**src/gpio_regs.svh**
```systemverilog
// register offsets, field positions, reset values and widths for the gpio port block
`ifndef GPIO_REGS_SVH
`define GPIO_REGS_SVH
`define ADDR_W 6
`define OFF_DIR 6'h00
`define OFF_LAT 6'h01
`define OFF_PIN 6'h02
`define OFF_ODC 6'h03
`define OFF_APC 6'h04
`define OFF_CNEN 6'h05
`define OFF_CNPU 6'h06
`define OFF_MODULE_DISABLE_CTRL_8 6'h07
`define OFF_CNSTAT 6'h08
`define OFF_REMAP0 6'h10
`define DIR_RESET 16'hFFFF
`define APC_RESET 16'h0000
`define CCS_DIS_BIT 1
`define SEL_W 6
`endif

```
**src/gpio_pkg.sv**
```systemverilog
// types shared by the gpio port block
package gpio_pkg;
  typedef struct packed {
    logic [5:0] addr;
    logic [15:0] wdata;
    logic wr;
    logic rd;
  } bus_req_s;
  typedef struct packed {
    logic [15:0] out;
    logic [15:0] oe;
  } pin_drive_s;
endpackage : gpio_pkg

```
**src/remap_sel.sv**
```systemverilog
// one peripheral input selector over the remappable pins
module remap_sel #(
  parameter int N_RP = 16
) (
  input wire logic [5:0] sel, // selected remappable pin number
  input wire logic [N_RP-1:0] rp_level, // remappable pin levels
  output logic y // routed level
);
  always_comb begin
    if (sel < 6'(N_RP)) begin
      y = rp_level[sel[$clog2(N_RP)-1:0]];
    end else begin
      y = 1'b0;
    end
  end
endmodule : remap_sel

```
**src/gpio_port.sv**
```systemverilog
// gpio port with peripheral sharing, open drain, analog config, change notify and input remap
// What this block does
// - active peripheral drive disables port driver
// - idle enabled peripheral lets port drive
// - port output never loops into peripheral
// - direction bit one input, zero output
// - reset sets all pins input
// - latch register reads and writes latch
// - port reads pins, writes go latch
// - unimplemented bits read zero everywhere
// - open-drain bit makes latch output open-drain; peripheral-driven pins ignore it
// - analog config resets zero, pins analog
// - analog pins read zero in port
// - enabled pin change raises interrupt, seen on the synced level
// - change enable bit gates each pin
// - pull-up bit enables weak pull-up
// - six-bit field picks remappable pin
// - remap covers up to sixteen pins
// - bit one disables constant current source
`include "gpio_regs.svh"
module gpio_port #(
  parameter logic [15:0] IMPL_MASK = 16'hFFFF,
  parameter int N_RP = 16,
  parameter int N_RIN = 4
) (
  input wire logic clk, // 200 MHz clock
  input wire logic reset, // async reset, active high
  input wire logic [5:0] addr, // register index
  input wire logic [15:0] wdata, // write data
  input wire logic wr, // write strobe
  input wire logic rd, // read strobe
  output logic [15:0] rdata, // read data, cycle after rd
  input wire logic [15:0] pin_in, // pad input levels
  output logic [15:0] pin_out, // pad output value
  output logic [15:0] pin_oe, // pad output enable, high drives
  output logic [15:0] pullup_en, // weak pull-up enables
  input wire logic [15:0] periph_en, // peripheral enabled per pin
  input wire logic [15:0] periph_drive, // peripheral actively driving per pin
  input wire logic [15:0] periph_out, // peripheral output value per pin
  output logic [15:0] periph_in, // pin level seen by shared peripherals
  output logic [N_RIN-1:0] remap_in, // remapped peripheral inputs
  output logic change_irq, // change notification request
  output logic current_source_disable // constant current source off
);
  import gpio_pkg::*;
  initial begin
    // the selector indexes with clog2(N_RP) bits, so a single pin cannot be served
    if (N_RP < 2 || N_RP > 16) $error("N_RP must be 2..16");
    if (N_RIN < 1 || N_RIN > 16) $error("N_RIN must be 1..16");
  end
  bus_req_s req;
  pin_drive_s drv;
  logic [15:0] pin_direction_reg, output_latch_reg, open_drain_select_reg;
  logic [15:0] analog_pin_config_reg, change_irq_enable_reg, change_pullup_enable_reg;
  logic [15:0] module_disable_ctrl_8, change_of_state;
  logic [15:0] sync1, sync2, prev_lvl;
  logic [5:0] input_remap_select_reg [N_RIN];
  logic [15:0] pin_level_reg, next_rdata, cos_event;
  logic [N_RP-1:0] rp_level;
  assign req = '{addr: addr, wdata: wdata, wr: wr, rd: rd};
  // pads are asynchronous: two flops before any logic
  always_ff @(posedge clk or posedge reset) begin
    if (reset) begin
      sync1 <= 16'h0000;
      sync2 <= 16'h0000;
    end else begin
      sync1 <= pin_in;
      sync2 <= sync1;
    end
  end
  always_ff @(posedge clk or posedge reset) begin
    if (reset) begin
      pin_direction_reg <= `DIR_RESET & IMPL_MASK;
    end else if (req.wr && req.addr == `OFF_DIR) begin
      pin_direction_reg <= req.wdata & IMPL_MASK;
    end
  end
  always_ff @(posedge clk or posedge reset) begin
    if (reset) begin
      output_latch_reg <= 16'h0000;
    end else if (req.wr && (req.addr == `OFF_LAT || req.addr == `OFF_PIN)) begin
      output_latch_reg <= req.wdata & IMPL_MASK;
    end
  end
  always_ff @(posedge clk or posedge reset) begin
    if (reset) begin
      open_drain_select_reg <= 16'h0000;
      analog_pin_config_reg <= `APC_RESET;
      change_irq_enable_reg <= 16'h0000;
      change_pullup_enable_reg <= 16'h0000;
      module_disable_ctrl_8 <= 16'h0000;
    end else if (req.wr) begin
      case (req.addr)
        `OFF_ODC: open_drain_select_reg <= req.wdata & IMPL_MASK;
        `OFF_APC: analog_pin_config_reg <= req.wdata & IMPL_MASK;
        `OFF_CNEN: change_irq_enable_reg <= req.wdata & IMPL_MASK;
        `OFF_CNPU: change_pullup_enable_reg <= req.wdata & IMPL_MASK;
        `OFF_MODULE_DISABLE_CTRL_8: module_disable_ctrl_8 <= req.wdata & (16'h0001 << `CCS_DIS_BIT);
        default: ;
      endcase
    end
  end
  for (genvar g = 0; g < N_RIN; g++) begin : g_remap
    always_ff @(posedge clk or posedge reset) begin
      if (reset) begin
        input_remap_select_reg[g] <= 6'h3F;
      end else if (req.wr && req.addr == `OFF_REMAP0 + 6'(g)) begin
        input_remap_select_reg[g] <= req.wdata[`SEL_W-1:0];
      end
    end
    remap_sel #(.N_RP(N_RP)) u_sel (
      .sel(input_remap_select_reg[g]),
      .rp_level(rp_level),
      .y(remap_in[g])
    );
  end
  // analog pins read low; unimplemented pins read low
  // config bit one selects digital, so a cleared bit (analog) masks the pad
  assign pin_level_reg = sync2 & analog_pin_config_reg & IMPL_MASK;
  assign rp_level = pin_level_reg[N_RP-1:0];
  // a sleep-mode detector would be asynchronous; here changes are seen on the synced level
  assign cos_event = (sync2 ^ prev_lvl) & change_irq_enable_reg & IMPL_MASK;
  always_ff @(posedge clk or posedge reset) begin
    if (reset) begin
      prev_lvl <= 16'h0000;
      change_of_state <= 16'h0000;
    end else begin
      prev_lvl <= sync2;
      // set wins over a same-cycle write-one-to-clear
      if (req.wr && req.addr == `OFF_CNSTAT) begin
        change_of_state <= (change_of_state & ~req.wdata) | cos_event;
      end else begin
        change_of_state <= change_of_state | cos_event;
      end
    end
  end
  assign change_irq = |change_of_state;
  always_comb begin
    next_rdata = 16'h0000;
    case (req.addr)
      `OFF_DIR: next_rdata = pin_direction_reg;
      `OFF_LAT: next_rdata = output_latch_reg;
      `OFF_PIN: next_rdata = pin_level_reg;
      `OFF_ODC: next_rdata = open_drain_select_reg;
      `OFF_APC: next_rdata = analog_pin_config_reg;
      `OFF_CNEN: next_rdata = change_irq_enable_reg;
      `OFF_CNPU: next_rdata = change_pullup_enable_reg;
      `OFF_MODULE_DISABLE_CTRL_8: next_rdata = module_disable_ctrl_8;
      `OFF_CNSTAT: next_rdata = change_of_state;
      default: begin
        for (int i = 0; i < N_RIN; i++) begin
          if (req.addr == `OFF_REMAP0 + 6'(i)) next_rdata = {10'h000, input_remap_select_reg[i]};
        end
      end
    endcase
  end
  always_ff @(posedge clk or posedge reset) begin
    if (reset) begin
      rdata <= 16'h0000;
    end else if (req.rd) begin
      rdata <= next_rdata;
    end else begin
      rdata <= 16'h0000;
    end
  end
  always_comb begin
    for (int i = 0; i < 16; i++) begin
      if (periph_en[i] && periph_drive[i]) begin
        drv.out[i] = periph_out[i];
        drv.oe[i] = 1'b1;
      end else begin
        drv.out[i] = output_latch_reg[i];
        drv.oe[i] = ~pin_direction_reg[i];
        if (open_drain_select_reg[i] && output_latch_reg[i]) drv.oe[i] = 1'b0;
      end
      if (!IMPL_MASK[i]) drv.oe[i] = 1'b0;
    end
  end
  assign pin_out = drv.out;
  assign pin_oe = drv.oe;
  // peripherals see only the pad, never the port latch
  assign periph_in = sync2 & IMPL_MASK;
  assign pullup_en = change_pullup_enable_reg;
  assign current_source_disable = module_disable_ctrl_8[`CCS_DIS_BIT];
endmodule : gpio_port

```
**config.mk**
```make
export PLATFORM = sky130hd
export DESIGN_NAME = gpio_port
export DESIGN_NICKNAME = d
export VERILOG_FILES = /design/src/gpio_pkg.sv /design/src/remap_sel.sv /design/src/gpio_port.sv
export VERILOG_INCLUDE_DIRS = /design/src
export SDC_FILE = /design/constraint.sdc
export NUM_CORES = 1
export LEC_CHECK = 0
export BUFFER_PORTS_ARGS = -buffer_cell sky130_fd_sc_hd__buf_2
export CAP_MARGIN = 20
export CORE_MARGIN = 2
export CORE_UTILIZATION = 35
export CTS_CLUSTER_DIAMETER = 40
export DETAILED_ROUTE_END_ITERATION = 16
export HOLD_SLACK_MARGIN = 0.02
export SETUP_SLACK_MARGIN = 0.05
export SKIP_CTS_REPAIR_TIMING = 1
export SLEW_MARGIN = 20
export SYNTH_ARGS = -nofsm -noshare
export SYNTH_HDL_FRONTEND = slang
export SYNTH_SLANG_ARGS = --single-unit
```
**constraint.sdc**
```tcl
create_clock -name clk -period 7.9 [get_ports clk]
set_input_delay 0.79 -clock clk [delete_from_list [all_inputs] [get_ports clk]]
set_output_delay 0.79 -clock clk [all_outputs]
set_load 0.02 [all_outputs]
```
After elaboration in Yosys (flattened, before gate mapping)

Index checks and enable logic that the tools add are counted.

$lt $le $gt $ge: 8
Eq/ne operators: 12
Multiplexer cells: 67
Bitwise operators: 23
Reductions and logical operators: 47

Operators with widths:

| operator                                                               | number |
|---|---|
| 16-bit one-hot mux with 9 select lines                                 | 1 |
| 16-bit two-way mux                                                     | 5 |
| 1-bit two-way mux                                                      | 56 |
| 16-bit AND                                                             | 3 |
| 1-bit logical AND                                                      | 39 |
| 16-bit bitwise OR                                                      | 2 |
| 6-bit by 3-bit equality test with 1-bit output (second input constant) | 4 |
| 6-bit by 5-bit equality test with 1-bit output (second input constant) | 4 |
| 6-bit by 5-bit < comparator with 1-bit output (second input constant)  | 4 |
| 4-bit by 5-bit < comparator with 1-bit output (second input constant)  | 4 |
| 1-bit binary-select mux with 4-bit select                              | 4 |
| 1-bit NOT                                                              | 16 |
| 16-bit NOT                                                             | 1 |
| 16-bit OR reduction                                                    | 1 |
| 16-bit XOR                                                             | 1 |
| 6-bit by 2-bit equality test with 1-bit output (second input constant) | 2 |
| 2-bit AND reduction                                                    | 5 |
| 6-bit by 1-bit equality test with 1-bit output (second input constant) | 1 |
| 6-bit by 4-bit equality test with 1-bit output (second input constant) | 1 |
| 6-bit zero test                                                        | 1 |
| 6-bit two-way mux                                                      | 1 |
| 1-bit logical OR                                                       | 1 |

Flip-flop bits (word level): 201
Input bits: 90
Output and inout bits: 86

Logic depth before layout (Yosys ltp)

Gate-level depths: netlist (run 1).

Word-level depth: 7
Mapped depth: 7
Depth with buffers taken out: 4

Modules after synthesis

Synthesis (run 1) repeated with hierarchy kept, for this count alone.

Cells, all modules: 712
Area, all modules: 9623.0 µm²

Modules (own cells, without submodules):

| module    | instances | cells an instance | area an instance (µm²) |
|---|---|---|---|
| gpio_port | 1         | 656               | 8987.4 |
| remap_sel | 4         | 14                | 158.9 |

Worst setup path after synthesis (run 1)

No wires, ideal clock.

Kind: register -> output
Start point: register input_remap_select_reg[12] in the netlist's numbering
End point: output remap_in[1]
Arrival time: 1.702 ns
Path slack: 5.408 ns
Stages on the path, launching flop included: 6
Buffers on the path: 2
Cells stage by stage: dfstp_2 clkbuf_1 mux4_2 mux2i_1 a31o_2 buf_4

Word-level cells in the longest chain between the ends: 3
Elaborated cells on any way between the ends: 4
Those cells by class: order compare (1); mux (3)

Ends and longest elaborated chain:

| item                                      | RTL line         | RTL |
|---|---|---|
| start, declared                           | gpio_port.sv:57  | `logic [5:0] input_remap_select_reg [N_RIN];` |
| start signal, assigned by index           | gpio_port.sv:108 | `` input_remap_select_reg[g] <= req.wdata[`SEL_W-1:0]; `` |
| 1-bit binary-select mux with 4-bit select | remap_sel.sv:11  | `y = rp_level[sel[$clog2(N_RP)-1:0]];` |
| 1-bit two-way mux (not written as such)   | remap_sel.sv:11  |  |
| 1-bit two-way mux (*)                     | remap_sel.sv:10  | `if (sel < 6'(N_RP)) begin` |
| end, declared                             | gpio_port.sv:41  | `output logic [N_RIN-1:0] remap_in,` |

Mark *: on every way between the ends. The rest lies on a longest branch, timed or not. The select of a mux whose other input is x is not followed.

Final worst setup path (run 1)

Start point: input addr[1]
End point: register change_pullup_enable_reg[5] (netlist: pullup_en[5])

Word-level cells in the longest chain between the ends: 2

Ends and longest elaborated chain:

| item                                           | RTL line        | RTL |
|---|---|---|
| start, declared                                | gpio_port.sv:28 | `input wire logic [5:0] addr,` |
| 6-bit by 3-bit equality test with 1-bit output | gpio_port.sv:93 | `case (req.addr)` |
| 2-bit AND reduction (no line)                  | --              |  |
| end signal, assigned                           | gpio_port.sv:97 | `` `OFF_CNPU: change_pullup_enable_reg <= req.wdata & IMPL_MASK; `` |
| end, declared                                  | gpio_port.sv:54 | `logic [15:0] analog_pin_config_reg, change_irq_enable_reg, change_pullup_enable_reg;` |

No other way between the ends.
A chain may end at the register's enable or synchronous reset.

==> impl_results.html, run 1 <==
<table>
<tr><th>Metric</th><th>Value</th></tr>
<tr><th colspan="2">Outcome</th></tr>
<tr><td>Run status</td><td>completed</td></tr>
<tr><th colspan="2">CTS</th></tr>
<tr><td>Clock transition at path regs</td><td>0.06 ns</td></tr>
<tr><td>Clock Path Buffers</td><td>3</td></tr>
<tr><td>Clock insertion delay at the later pin of the skew report</td><td>0.53 ns</td></tr>
<tr><td>Clock net sink count</td><td>201</td></tr>
<tr><td>TritonCTS clock tree</td><td>done</td></tr>
<tr><td>H-tree depth</td><td>1</td></tr>
<tr><td>CTS Root Cell</td><td>clkbuf_16</td></tr>
<tr><td>Num CTS Buffers</td><td>28</td></tr>
<tr><th colspan="2">Synthesis</th></tr>
<tr><td>Post-synthesis async set-or-reset flop share</td><td>100.0%</td></tr>
<tr><td>Synthesis-stage register bit count</td><td>201</td></tr>
<tr><td>EDFF count, synth</td><td>0</td></tr>
<tr><td>Synthesized netlist net count</td><td>819</td></tr>
<tr><td>Share of the synthesized area in the top cell type</td><td>42.86%</td></tr>
<tr><td>Leading cell types by count after synthesis</td><td>161 x dfrtp_1, 127 x mux2_2, 75 x nand2_1</td></tr>
<tr><td>Average size of a mapped cell</td><td>12.89 um2</td></tr>
<tr><td>Synth Flop Type</td><td>dfrtp_1</td></tr>
<tr><td>Biggest area consumer among synthesized cells</td><td>dfrtp_1</td></tr>
<tr><td>Unique cell type count in the Yosys netlist</td><td>56</td></tr>
<tr><td>Sequential-to-total area share from yosys stat</td><td>54.04%</td></tr>
<tr><td>Most area-consuming cells after synthesis</td><td>dfrtp_1 43%, mux2_2 15%, dfstp_2 11%</td></tr>
<tr><td>Post-Synthesis Cells</td><td>729</td></tr>
<tr><td>Yosys synthesis warning count</td><td>0</td></tr>
<tr><td>Most common cell in the synthesized netlist</td><td>dfrtp_1</td></tr>
<tr><td>Mapped cell area</td><td>0.009400 mm2</td></tr>
<tr><th colspan="2">Setup path</th></tr>
<tr><td>Classification of the worst setup path</td><td>in -&gt; reg</td></tr>
<tr><td>Worst reg-to-reg path cell count</td><td>4</td></tr>
<tr><td>Capturing point of the worst reg2reg path</td><td>rdata[6]</td></tr>
<tr><td>Worst r2r src</td><td>periph_in[6]</td></tr>
<tr><td>Startpoint kind of the worst setup timing path</td><td>input pin</td></tr>
<tr><td>Worst-path maximum fanout</td><td>22</td></tr>
<tr><td>Arrival time worst endpoint</td><td>3.63 ns</td></tr>
<tr><td>Setup slack of the worst register-to-register path</td><td>6.23 ns</td></tr>
<tr><td>CP Capture Type</td><td>flop</td></tr>
<tr><td>WP data required</td><td>8.32 ns</td></tr>
<tr><th colspan="2">Hold path</th></tr>
<tr><td>Worst Min Path Start</td><td>sync1[2]</td></tr>
<tr><td>Number of instances on the worst hold path</td><td>0</td></tr>
<tr><td>Worst min-delay path category</td><td>reg -&gt; reg</td></tr>
<tr><td>Hold Path Sink</td><td>periph_in[2]</td></tr>
<tr><th colspan="2">STA</th></tr>
<tr><td>Hold Vio Cnt, Final</td><td>0</td></tr>
<tr><td>Post-route fraction of the period consumed by the critical path</td><td>40.73%</td></tr>
<tr><td>Actual slew at the worst max-slew pin</td><td>1.010 ns</td></tr>
<tr><td>RSZ-0062 raised after global routing</td><td>false</td></tr>
<tr><td>Worst setup slack after layout</td><td>4.683 ns</td></tr>
<tr><td>Final setup violation count</td><td>0</td></tr>
<tr><td>Tightest slew margin relative to the limit</td><td>31.74%</td></tr>
<tr><td>Upper clock frequency limit</td><td>310.8 MHz</td></tr>
<tr><td>Minimum clock period after layout</td><td>3.217 ns</td></tr>
<tr><td>Number of pins with negative max-slew slack in the final report</td><td>0</td></tr>
<tr><td>Worst hold slack across all endpoints</td><td>0.3455 ns</td></tr>
<tr><td>Aggregate negative setup slack</td><td>0 ns</td></tr>
<tr><td>Worst clock skew</td><td>0.007643 ns</td></tr>
<tr><th colspan="2">Detailed routing</th></tr>
<tr><td>Met3 wire length</td><td>2.337 mm</td></tr>
<tr><td>Starting DRT DRC Count</td><td>745</td></tr>
<tr><td>Number of vias per cell</td><td>5.449</td></tr>
<tr><td>DRT Wirelength</td><td>27.47 mm</td></tr>
<tr><td>Residual DRC count</td><td>0</td></tr>
<tr><td>ANT nets after route</td><td>0</td></tr>
<tr><td>Routed wire length per instance</td><td>21.89 um</td></tr>
<tr><td>Highest routed layer</td><td>met4</td></tr>
<tr><td>Detailed-route wire length on metal 1</td><td>11.99 mm</td></tr>
<tr><td>Vias</td><td>6,839</td></tr>
<tr><td>First-pass detailed-route iteration total</td><td>5</td></tr>
<tr><td>Met2 routed WL</td><td>12.68 mm</td></tr>
<tr><th colspan="2">Layout</th></tr>
<tr><td>Fill cell instance count of the final layout</td><td>2,440</td></tr>
<tr><td>Final core utilization</td><td>43.61%</td></tr>
<tr><td>Fraction of layout cells with a size suffix above 1</td><td>47.76%</td></tr>
<tr><td>Finished layout cell area</td><td>0.01143 mm2</td></tr>
<tr><td>Final net count</td><td>985</td></tr>
<tr><td>Area Overhead vs Synth</td><td>21.59%</td></tr>
<tr><td>Number of flip-flops under the largest register name</td><td>24</td></tr>
<tr><th colspan="2">Power and ir drop</th></tr>
<tr><td>Pwr Density</td><td>259.0 mW/mm2</td></tr>
<tr><td>Max VDD drop</td><td>138.6 uV</td></tr>
<tr><td>Lkg Pwr</td><td>5.186 nW</td></tr>
<tr><th colspan="2">Floorplan</th></tr>
<tr><td>Die area</td><td>0.02819 mm2</td></tr>
<tr><td>Die Y</td><td>167.9 um</td></tr>
<tr><td>Core area</td><td>0.02621 mm2</td></tr>
<tr><td>Cell Rows</td><td>59</td></tr>
<tr><td>Die X-Extent</td><td>167.9 um</td></tr>
<tr><td>Initial cell density of the core</td><td>35.87%</td></tr>
<tr><td>Count of boundary I/O pins</td><td>176</td></tr>
<tr><th colspan="2">GRT</th></tr>
<tr><td>Initial antenna violation count</td><td>4</td></tr>
<tr><td>Total overflow reported by the global router</td><td>0</td></tr>
<tr><td>Number of global-route vias before repair</td><td>6,912</td></tr>
<tr><td>First-pass GRT wire length</td><td>42.24 mm</td></tr>
<tr><td>Aggregate global-route resource usage</td><td>19.38%</td></tr>
<tr><td>Maximum number of pins on one net before global-route repair</td><td>134</td></tr>
<tr><th colspan="2">Place</th></tr>
<tr><td>Post-DP Area</td><td>0.01051 mm2</td></tr>
<tr><td>Buffers added on ports</td><td>175</td></tr>
<tr><td>Global placement routability congestion</td><td>0.8757</td></tr>
<tr><td>Placed wire-length estimate after detailed placement</td><td>19.55 mm</td></tr>
<tr><td>Dpl ws</td><td>4.240 ns</td></tr>
<tr><th colspan="2">Job</th></tr>
<tr><td>Max_cap viols</td><td>0</td></tr>
</table>
## kinds of logic (layout without fill, tap and decap cells)
family                 after synthesis  in the layout  share of synthesized area (%)
AND/OR/NAND/NOR                    176            176                          9.943
flip-flops                         201            201                          54.04
AO/OA/AOI/OAI                      120            120                          9.757
other                                0              3                              0
buffers and inverters               56            244                          2.848
XOR/XNOR                            16             16                          1.491
multiplexers                       160            160                          21.92
## worst max path at each step
stage	start	end	slack, ns	cells after the start
after detailed placement	addr[3]	pullup_en[5]	4.24	5
final	addr[1]	pullup_en[5]	4.68	5
after global placement	addr[3]	pullup_en[3]	4.25	5
after floorplan	reset	analog_pin_config_reg[0]	1.69	1
after global routing	periph_in[9]	remap_in[0]	4.62	5
after CTS	periph_in[9]	remap_in[0]	4.65	5
## where the power goes
part	internal (mW)	total [mW]	switching [mW]
clock	0.716	1.20	0.481
sequential	1.18	1.33	0.149
combinational	0.213	0.435	0.222
total	2.11	2.96	0.853
## cells in the final DEF, fill, tap and decap left out, types with 5 or more instances in the layout
cell type | synthesis | final
a31oi_1 | 15 | 15
nor4_1 | 5 | 5
a221oi_1 | 11 | 11
inv_6 | 0 | 7
nand2_1 | 75 | 75
mux4_2 | 20 | 20
a21oi_1 | 5 | 5
dfstp_2 | 40 | 40
mux2_2 | 127 | 127
xor2_1 | 16 | 16
a22o_1 | 16 | 16
or3_1 | 7 | 7
buf_2 | 13 | 175
a22oi_1 | 23 | 23
and2_1 | 13 | 13
a2111oi_0 | 6 | 6
nor3_1 | 13 | 13
clkbuf_16 | 0 | 28
inv_1 | 13 | 12
clkbuf_1 | 21 | 5
nand3_1 | 19 | 19
a21o_1 | 16 | 16
dfrtp_1 | 161 | 161
mux2_4 | 10 | 10
o21ai_0 | 8 | 8
and3_1 | 7 | 7
nor2_1 | 7 | 7
## stage by stage
stage               cells  power, mW
floorplan             729      1.595
global placement     1200      1.769
detailed placement   1200      1.779
CTS                  1252      2.985
global route         1254      3.087
finish               1255      2.961
## routing by layer
metal / vias to the layer above / GRT usage, %
met3: 42 / 4.560
met4: 0 / 5.028
met1: 3416 / 27.01
met5: - / 0
met2: 308 / 30.54
li1: 3073 / -
## area by class of cell
cell class	count	area [um2]	share of cell area, %
multi-input combinational	472	4053	35.46
timing repair buffer	179	905.9	7.926
antenna	3	7.507	0.06568
tap	335	419.2	3.667
clock inverter	17	161.4	1.412
clock buffer	35	747.0	6.535
inverter	13	56.30	0.4926
sequential	201	5080	44.44
## critical path, cell delays in order
cell	delay (ns)
buf_2	0.38
nor2b_1	0.57
and2_1	0.67
nand2_1	0.70
mux2_2	0.49
(Power assumes the default switching activity.)
==> run 2, diff against run 1 <==
==> constraint.sdc (replaced) <==
create_clock -name clk -period 2.6 [get_ports clk]
set_input_delay 0.26 -clock clk [delete_from_list [all_inputs] [get_ports clk]]
set_output_delay 0.26 -clock clk [all_outputs]
set_load 0.02 [all_outputs]
==> run 2 against run 1 <==
Sequential share of layout area down 2.1 points. First-iteration DRC count fell by 19%. Largest cell class unchanged. Via count up 3.6%. Routed wire length is 3.8% higher. Cell count increased by 4.7%. Sequential cell count is the same. Clock-buffer cell count fell by 1. Sequential power rose to 3.0 times the previous value. Total power rose to 3.1 times the previous value. Highest routed layer unchanged.
==> impl_results.html, run 2 (synthesis gave the netlist of run 1 again) <==
<table>
<tr><th>Metric</th><th>Value</th></tr>
<tr><th colspan="2">Setup path</th></tr>
<tr><td>Worst reg-to-reg path cell count</td><td>4 (unchanged)</td></tr>
<tr><td>Worst-path maximum fanout</td><td>5 (-77%)</td></tr>
<tr><td>Worst r2r src</td><td>input_remap_select_reg[18]</td></tr>
<tr><td>Startpoint kind of the worst setup timing path</td><td>flop</td></tr>
<tr><td>Classification of the worst setup path</td><td>reg -&gt; out</td></tr>
<tr><td>Capturing point of the worst reg2reg path</td><td>rdata[0]</td></tr>
<tr><td>WP data required</td><td>2.34 ns (-5.98 ns)</td></tr>
<tr><td>Setup slack of the worst register-to-register path</td><td>0.94 ns (-5.29 ns)</td></tr>
<tr><td>Capturing instance or port of the critical path</td><td>remap_in[2]</td></tr>
<tr><td>CP Capture Type</td><td>output port</td></tr>
<tr><td>Crit. Startpoint</td><td>periph_in[12]</td></tr>
<tr><td>Arrival time worst endpoint</td><td>2.26 ns (-1.37 ns)</td></tr>
<tr><th colspan="2">Detailed routing</th></tr>
<tr><td>Vias</td><td>7,083 (+3.6%)</td></tr>
<tr><td>Starting DRT DRC Count</td><td>601 (-19%)</td></tr>
<tr><td>DRT Wirelength</td><td>28.51 mm (+3.8%)</td></tr>
<tr><td>First-pass detailed-route iteration total</td><td>5 (unchanged)</td></tr>
<tr><td>Residual DRC count</td><td>0 (unchanged)</td></tr>
<tr><td>Routed wire length per instance</td><td>21.70 um (-0.88%)</td></tr>
<tr><td>Number of vias per cell</td><td>5.390 (-1.1%)</td></tr>
<tr><td>ANT nets after route</td><td>0 (unchanged)</td></tr>
<tr><th colspan="2">CTS</th></tr>
<tr><td>TritonCTS clock tree</td><td>done</td></tr>
<tr><td>Clock insertion delay at the later pin of the skew report</td><td>0.56 ns (+0.03 ns)</td></tr>
<tr><td>Clock transition at path regs</td><td>0.06 ns (about the same)</td></tr>
<tr><td>Clock net sink count</td><td>201 (unchanged)</td></tr>
<tr><td>Num CTS Buffers</td><td>29 (+3.6%)</td></tr>
<tr><td>Clock Path Buffers</td><td>3 (unchanged)</td></tr>
<tr><td>H-tree depth</td><td>1 (unchanged)</td></tr>
<tr><td>CTS Root Cell</td><td>clkbuf_16</td></tr>
<tr><th colspan="2">Power and ir drop</th></tr>
<tr><td>Max VDD drop</td><td>476.4 uV (+240%)</td></tr>
<tr><td>Pwr Density</td><td>772.3 mW/mm2 (+200%)</td></tr>
<tr><td>Lkg Pwr</td><td>5.472 nW (+5.5%)</td></tr>
<tr><th colspan="2">Place</th></tr>
<tr><td>Placed wire-length estimate after detailed placement</td><td>20.50 mm (+4.8%)</td></tr>
<tr><td>Buffers added on ports</td><td>175 (unchanged)</td></tr>
<tr><td>Global placement routability congestion</td><td>0.8756 (about the same)</td></tr>
<tr><th colspan="2">STA</th></tr>
<tr><td>Upper clock frequency limit</td><td>396.5 MHz</td></tr>
<tr><td>Tightest slew margin relative to the limit</td><td>58.38% (+27 points)</td></tr>
<tr><td>Actual slew at the worst max-slew pin</td><td>0.6221 ns (-0.3876 ns)</td></tr>
<tr><td>RSZ-0062 raised after global routing</td><td>false</td></tr>
<tr><td>Final setup violation count</td><td>0 (unchanged)</td></tr>
<tr><td>Hold Vio Cnt, Final</td><td>0 (unchanged)</td></tr>
<tr><td>Post-route fraction of the period consumed by the critical path</td><td>97.00%</td></tr>
<tr><td>Worst clock skew</td><td>0.009183 ns (+0.001540 ns)</td></tr>
<tr><td>Number of pins with negative max-slew slack in the final report</td><td>0 (unchanged)</td></tr>
<tr><td>Minimum clock period after layout</td><td>2.522 ns</td></tr>
<tr><td>Aggregate negative setup slack</td><td>0 ns (unchanged)</td></tr>
<tr><th colspan="2">Layout</th></tr>
<tr><td>Fill cell instance count of the final layout</td><td>2,360 (-3.3%)</td></tr>
<tr><td>Final net count</td><td>1,041 (+5.7%)</td></tr>
<tr><td>Fraction of layout cells with a size suffix above 1</td><td>50.51% (+2.7 points)</td></tr>
<tr><td>Leading cell type in the layout, fill and taps excluded</td><td>buf_2</td></tr>
<tr><td>Area Overhead vs Synth</td><td>27.95%</td></tr>
<tr><td>Most frequent cells in the layout</td><td>173 x buf_2, 155 x dfrtp_1, 127 x mux2_2, 68 x nand2_1, 40 x dfstp_2</td></tr>
<tr><td>Number of flip-flops under the largest register name</td><td>24 (unchanged)</td></tr>
<tr><td>Final core utilization</td><td>45.90% (+2.3 points)</td></tr>
<tr><th colspan="2">Floorplan</th></tr>
<tr><td>Core area</td><td>0.02621 mm2 (unchanged)</td></tr>
<tr><td>Count of boundary I/O pins</td><td>176 (unchanged)</td></tr>
<tr><td>Initial cell density of the core</td><td>35.87% (unchanged)</td></tr>
<tr><td>Cell Rows</td><td>59 (unchanged)</td></tr>
<tr><td>Die X-Extent</td><td>167.9 um (unchanged)</td></tr>
<tr><td>Die area</td><td>0.02819 mm2 (unchanged)</td></tr>
<tr><td>Die Y</td><td>167.9 um (unchanged)</td></tr>
<tr><th colspan="2">Job</th></tr>
<tr><td>Max_cap viols</td><td>0 (unchanged)</td></tr>
<tr><th colspan="2">Outcome</th></tr>
<tr><td>Run status</td><td>completed</td></tr>
<tr><th colspan="2">GRT</th></tr>
<tr><td>First-pass GRT wire length</td><td>42.94 mm (+1.7%)</td></tr>
<tr><td>Initial antenna violation count</td><td>5 (+1)</td></tr>
<tr><td>Number of global-route vias before repair</td><td>7,062 (+2.2%)</td></tr>
<tr><td>Total overflow reported by the global router</td><td>0 (unchanged)</td></tr>
<tr><td>Maximum number of pins on one net before global-route repair</td><td>65 (-51%)</td></tr>
<tr><td>Aggregate global-route resource usage</td><td>19.95% (+0.57 points)</td></tr>
<tr><th colspan="2">Hold path</th></tr>
<tr><td>Worst min-delay path category</td><td>in -&gt; reg</td></tr>
</table>
## run 2: changes by cell type in the layout (fill, tap and decap cells not counted), sizes merged
| cell | delta |
|---|---|
| diode | +2 |
| clkbuf | -1 |
| dlygate4sd3 | +17 |
| clkinvlp | +4 |
| bufinv | +1 |
| buf | +38 |
| inv | -3 |
| clkinv | +1 |
## run 2: final cells by class
cell class              instances  area, um2  area share, %
multi-input cells             472       4070          33.84
repair buffers                234       1420          11.81
diodes                          5      12.51         0.1040
well taps                     335      419.2          3.485
clock inverters                20      211.5          1.758
clock buffers                  34      754.5          6.273
flip-flops and latches        201       5087          42.30
inverters                      13      52.55         0.4369
## run 2: report_power, final
group	total [mW]	internal, mW	leakage, nW	switching, mW
clock network	3.88	2.32	0.452	1.56
logic	1.40	0.697	2.61	0.698
registers	4.01	3.59	2.41	0.428
## run 2: routing by layer
| metal | up-vias | global-route usage, % | routed length, um |
|---|---|---|---|
| met3 | 60 | 4.349 | 2394 |
| met5 | - | 0 | 0 |
| met4 | 0 | 7.335 | 907 |
| met1 | 3513 | 28.14 | 12470 |
| met2 | 319 | 30.31 | 12740 |
| li1 | 3191 | - | - |
## run 2: metrics by stage
| stage | std cells | cell area, um2 | hold slack [ns] | total power, mW | worst slack (ns) |
|---|---|---|---|---|---|
| 6_report | 1314 | 12030 | 0.04052 | 9.289 | 0.07794 |
| 3_5_place_dp | 1238 | 10850 | 0.3347 | 5.425 | 0.3750 |
| 3_3_place_gp | 1238 | 10850 | 0.3320 | 5.398 | 0.4237 |
| 2_1_floorplan | 729 | 9404 | 0.2914 | 4.848 | -0.2297 |
| 4_1_cts | 1292 | 11810 | -0.2182 | 9.311 | 0.001774 |
| 5_1_grt | 1312 | 12020 | 0.04593 | 9.657 | 0.05223 |
## run 2: worst max-delay path: stages (launching register included)
cell	delay, ns
dfrtp_1	0.43
nand2_1	0.22
mux4_2	0.52
o221ai_1	0.19
and2_1	0.18
buf_2	0.17
## run 2: how the worst min path moves through the flow
stage | slack, ns | to | cells past startpoint | start
after floorplan | 0.29 | sync1[0] | 0 | pin_in[0]
after global placement | 0.33 | periph_in[0] | 0 | sync1[0]
after detailed placement | 0.33 | periph_in[11] | 0 | sync1[11]
after CTS | -0.22 | change_of_state[13] | 2 | reset
after global routing | 0.05 | pin_direction_reg[12] | 2 | wdata[12]
final | 0.04 | output_latch_reg[12] | 2 | wdata[12]
==> run 3, diff against run 2 <==
==> constraint.sdc (replaced) <==
create_clock -name clk -period 2.6 [get_ports clk]
set_input_delay 0.39 -clock clk [delete_from_list [all_inputs] [get_ports clk]]
set_output_delay 0.39 -clock clk [all_outputs]
set_load 0.02 [all_outputs]
==> run 3 against run 2 <==
Cell count rose by 0.15%. Utilization rose by 0.33 points. Sequential power barely moved. First-iteration DRC count decreased by 11%. Final area increased by 0.73%. The run now ends with hold timing left. Die area did not move. Combinational power is essentially flat.
==> impl_results.html, run 3 (synthesis gave the netlist of run 1 again) <==
<table>
<tr><th>Metric</th><th>Value</th></tr>
<tr><th colspan="2">Setup path</th></tr>
<tr><td>Arrival time worst endpoint</td><td>2.20 ns (-0.06 ns)</td></tr>
<tr><td>CP Cell Sequence</td><td>nand2_1 &gt; mux4_2 &gt; o221ai_1 &gt; and2_4 &gt; buf_2</td></tr>
<tr><td>Max stage delay on crit path</td><td>0.50 ns (-0.02 ns)</td></tr>
<tr><td>WP data required</td><td>2.21 ns (-0.13 ns)</td></tr>
<tr><td>Worst r2r src</td><td>input_remap_select_reg[18]</td></tr>
<tr><td>CP Capture Type</td><td>output port</td></tr>
<tr><td>Classification of the worst setup path</td><td>reg -&gt; out</td></tr>
<tr><td>Cell with the largest stage delay on the worst path</td><td>mux4_2</td></tr>
<tr><td>Capturing point of the worst reg2reg path</td><td>rdata[0]</td></tr>
<tr><td>Worst reg-to-reg path cell count</td><td>4 (unchanged)</td></tr>
<tr><td>Worst-path maximum fanout</td><td>4 (-1)</td></tr>
<tr><td>Crit. Startpoint</td><td>analog_pin_config_reg[2]</td></tr>
<tr><td>Setup slack of the worst register-to-register path</td><td>0.94 ns (about the same)</td></tr>
<tr><td>Startpoint kind of the worst setup timing path</td><td>flop</td></tr>
<tr><th colspan="2">Floorplan</th></tr>
<tr><td>Die area</td><td>0.02819 mm2 (unchanged)</td></tr>
<tr><td>Cell Rows</td><td>59 (unchanged)</td></tr>
<tr><td>Die Y</td><td>167.9 um (unchanged)</td></tr>
<tr><td>Count of boundary I/O pins</td><td>176 (unchanged)</td></tr>
<tr><td>Core area</td><td>0.02621 mm2 (unchanged)</td></tr>
<tr><td>Initial cell density of the core</td><td>35.87% (unchanged)</td></tr>
<tr><td>Die X-Extent</td><td>167.9 um (unchanged)</td></tr>
<tr><th colspan="2">STA</th></tr>
<tr><td>Final setup violation count</td><td>0 (unchanged)</td></tr>
<tr><td>Hold Vio Cnt, Final</td><td>10 (+10)</td></tr>
<tr><td>Number of pins with negative max-slew slack in the final report</td><td>0 (unchanged)</td></tr>
<tr><td>RSZ-0062 raised after global routing</td><td>true</td></tr>
<tr><td>Tightest slew margin relative to the limit</td><td>54.78% (-3.6 points)</td></tr>
<tr><td>Post-route fraction of the period consumed by the critical path</td><td>99.75% (+2.8 points)</td></tr>
<tr><td>Actual slew at the worst max-slew pin</td><td>0.6783 ns (+0.05626 ns)</td></tr>
<tr><td>Minimum clock period after layout</td><td>2.594 ns (+0.07156 ns)</td></tr>
<tr><td>Upper clock frequency limit</td><td>385.6 MHz (-2.8%)</td></tr>
<tr><td>Worst clock skew</td><td>0.01445 ns (+0.005265 ns)</td></tr>
<tr><td>Worst hold slack across all endpoints</td><td>-0.03660 ns (-0.07712 ns)</td></tr>
<tr><th colspan="2">Place</th></tr>
<tr><td>Placed wire-length estimate after detailed placement</td><td>20.84 mm (+1.7%)</td></tr>
<tr><td>Global placement routability congestion</td><td>0.9148 (+4.5%)</td></tr>
<tr><td>Buffers added on ports</td><td>175 (unchanged)</td></tr>
<tr><th colspan="2">GRT</th></tr>
<tr><td>Maximum number of pins on one net before global-route repair</td><td>102 (+57%)</td></tr>
<tr><td>Total overflow reported by the global router</td><td>0 (unchanged)</td></tr>
<tr><td>Most used routing layer in global routing</td><td>met2</td></tr>
<tr><td>First-pass GRT wire length</td><td>43.64 mm (+1.6%)</td></tr>
<tr><td>Met1 track utilization from global routing</td><td>28.39% (+0.25 points)</td></tr>
<tr><td>Number of global-route vias before repair</td><td>7,162 (+1.4%)</td></tr>
<tr><td>Initial antenna violation count</td><td>4 (-1)</td></tr>
<tr><td>Aggregate global-route resource usage</td><td>20.31% (+0.36 points)</td></tr>
<tr><td>Met2 track demand over resource in global routing</td><td>30.60% (+0.29 points)</td></tr>
<tr><td>Met3 Resource Use GR</td><td>4.654% (+0.31 points)</td></tr>
<tr><th colspan="2">Power and ir drop</th></tr>
<tr><td>Max VDD drop</td><td>569.2 uV (+19%)</td></tr>
<tr><td>Clk pwr share</td><td>43.5% (+1.7 points)</td></tr>
<tr><td>Design internal power</td><td>6.902 mW (+4.6%)</td></tr>
<tr><td>Logic gate share of total power</td><td>14.7% (-0.3 points)</td></tr>
<tr><td>Switching share of power</td><td>28.36% (-0.57 points)</td></tr>
<tr><td>Reg power frac</td><td>41.8% (-1.4 points)</td></tr>
<tr><td>Pwr Density</td><td>795.2 mW/mm2 (+3.0%)</td></tr>
<tr><td>Net switching component of the power</td><td>2.732 mW (+1.7%)</td></tr>
<tr><td>Lkg Pwr</td><td>5.544 nW (+1.3%)</td></tr>
<tr><th colspan="2">Detailed routing</th></tr>
<tr><td>Routed wire length per instance</td><td>22.17 um (+2.2%)</td></tr>
<tr><td>Residual DRC count</td><td>0 (unchanged)</td></tr>
<tr><td>First-pass detailed-route iteration total</td><td>5 (unchanged)</td></tr>
<tr><td>DRT Wirelength</td><td>29.18 mm (+2.3%)</td></tr>
<tr><td>Number of vias per cell</td><td>5.483 (+1.7%)</td></tr>
<tr><td>Starting DRT DRC Count</td><td>537 (-11%)</td></tr>
<tr><td>Vias</td><td>7,215 (+1.9%)</td></tr>
<tr><td>ANT nets after route</td><td>0 (unchanged)</td></tr>
<tr><th colspan="2">CTS</th></tr>
<tr><td>H-tree depth</td><td>1 (unchanged)</td></tr>
<tr><td>TritonCTS clock tree</td><td>done</td></tr>
<tr><td>Clock Path Buffers</td><td>3 (unchanged)</td></tr>
<tr><td>Clock net sink count</td><td>201 (unchanged)</td></tr>
<tr><td>Clock transition at path regs</td><td>0.06 ns (about the same)</td></tr>
<tr><td>Clock insertion delay at the later pin of the skew report</td><td>0.56 ns (about the same)</td></tr>
<tr><td>Num CTS Buffers</td><td>31 (+6.9%)</td></tr>
<tr><td>CTS Root Cell</td><td>clkbuf_16</td></tr>
<tr><th colspan="2">Outcome</th></tr>
<tr><td>Failing checks</td><td>hold timing</td></tr>
<tr><td>Run status</td><td>complete, but fails checks</td></tr>
<tr><th colspan="2">Layout</th></tr>
<tr><td>Number of flip-flops under the largest register name</td><td>24 (unchanged)</td></tr>
<tr><td>Leading cell type in the layout, fill and taps excluded</td><td>buf_2</td></tr>
<tr><td>Final core utilization</td><td>46.23% (+0.33 points)</td></tr>
<tr><td>Final net count</td><td>1,042 (+0.096%)</td></tr>
<tr><td>Most frequent cells in the layout</td><td>172 x buf_2, 154 x dfrtp_1, 127 x mux2_2, 66 x nand2_1, 41 x buf_4</td></tr>
<tr><td>Fraction of layout cells with a size suffix above 1</td><td>51.48% (+0.97 points)</td></tr>
<tr><td>Area Overhead vs Synth</td><td>28.88%</td></tr>
<tr><th colspan="2">Job</th></tr>
<tr><td>Max_cap viols</td><td>0 (unchanged)</td></tr>
<tr><th colspan="2">Hold path</th></tr>
<tr><td>Worst min-delay path category</td><td>in -&gt; async</td></tr>
</table>
## run 3: final cells by class
type                       count  area (um2)
fill                        2345       14090
sequential                   201        5089
multi-input combinational    472        4083
timing repair buffer         233        1391
clock buffer                  36       824.5
tap                          335       419.2
clock inverter                22       246.5
inverter                      13       52.55
antenna                        4       10.01
## run 3: critical path, delay by kind of cell (launching register included)
kind / cells / cell delay, ns
AO/OA/AOI/OAI: 1 / 0.19
flip-flops: 1 / 0.43
AND/OR/NAND/NOR: 2 / 0.37
buffers and inverters: 1 / 0.15
multiplexers: 1 / 0.50
## run 3: stage by stage
step | area [um2] | setup slack, ns | total power, mW | setup TNS [ns] | std cells
2_1_floorplan | 9404 | -0.3597 | 4.848 | -57.91 | 729
3_3_place_gp | 10810 | 0.2875 | 5.409 | 0 | 1237
3_5_place_dp | 10810 | 0.3017 | 5.439 | 0 | 1237
4_1_cts | 11880 | -0.1317 | 9.663 | -0.4233 | 1295
5_1_grt | 12110 | -0.06586 | 10.01 | -0.1789 | 1314
6_report | 12120 | 0.006383 | 9.634 | 0 | 1316
## run 3: worst max-delay path by stage
stage / end / slack, ns
CTS: remap_in[2] / -0.13
global placement: rdata[15] / 0.29
detailed placement: change_irq_enable_reg[2] / 0.30
global route: remap_in[1] / -0.07
floorplan: analog_pin_config_reg[0] / -0.36
finish: remap_in[2] / 0.006
## run 3: power groups by stage
stage | Sequential [mW] | Clock (mW) | Combinational (mW)
3_5_place_dp | 4.06 | 0 | 1.38
2_1_floorplan | 3.93 | 0 | 0.919
4_1_cts | 4.01 | 4.27 | 1.38
3_3_place_gp | 4.06 | 0 | 1.35
6_report | 4.03 | 4.19 | 1.41
5_1_grt | 4.08 | 4.40 | 1.53
## run 3: per-layer routing
layer  routed length [um]  share of wire, %
met4                 1067               3.7
met5                    0                 0
met3                 2598               8.9
met1                12730                44
met2                12790                44
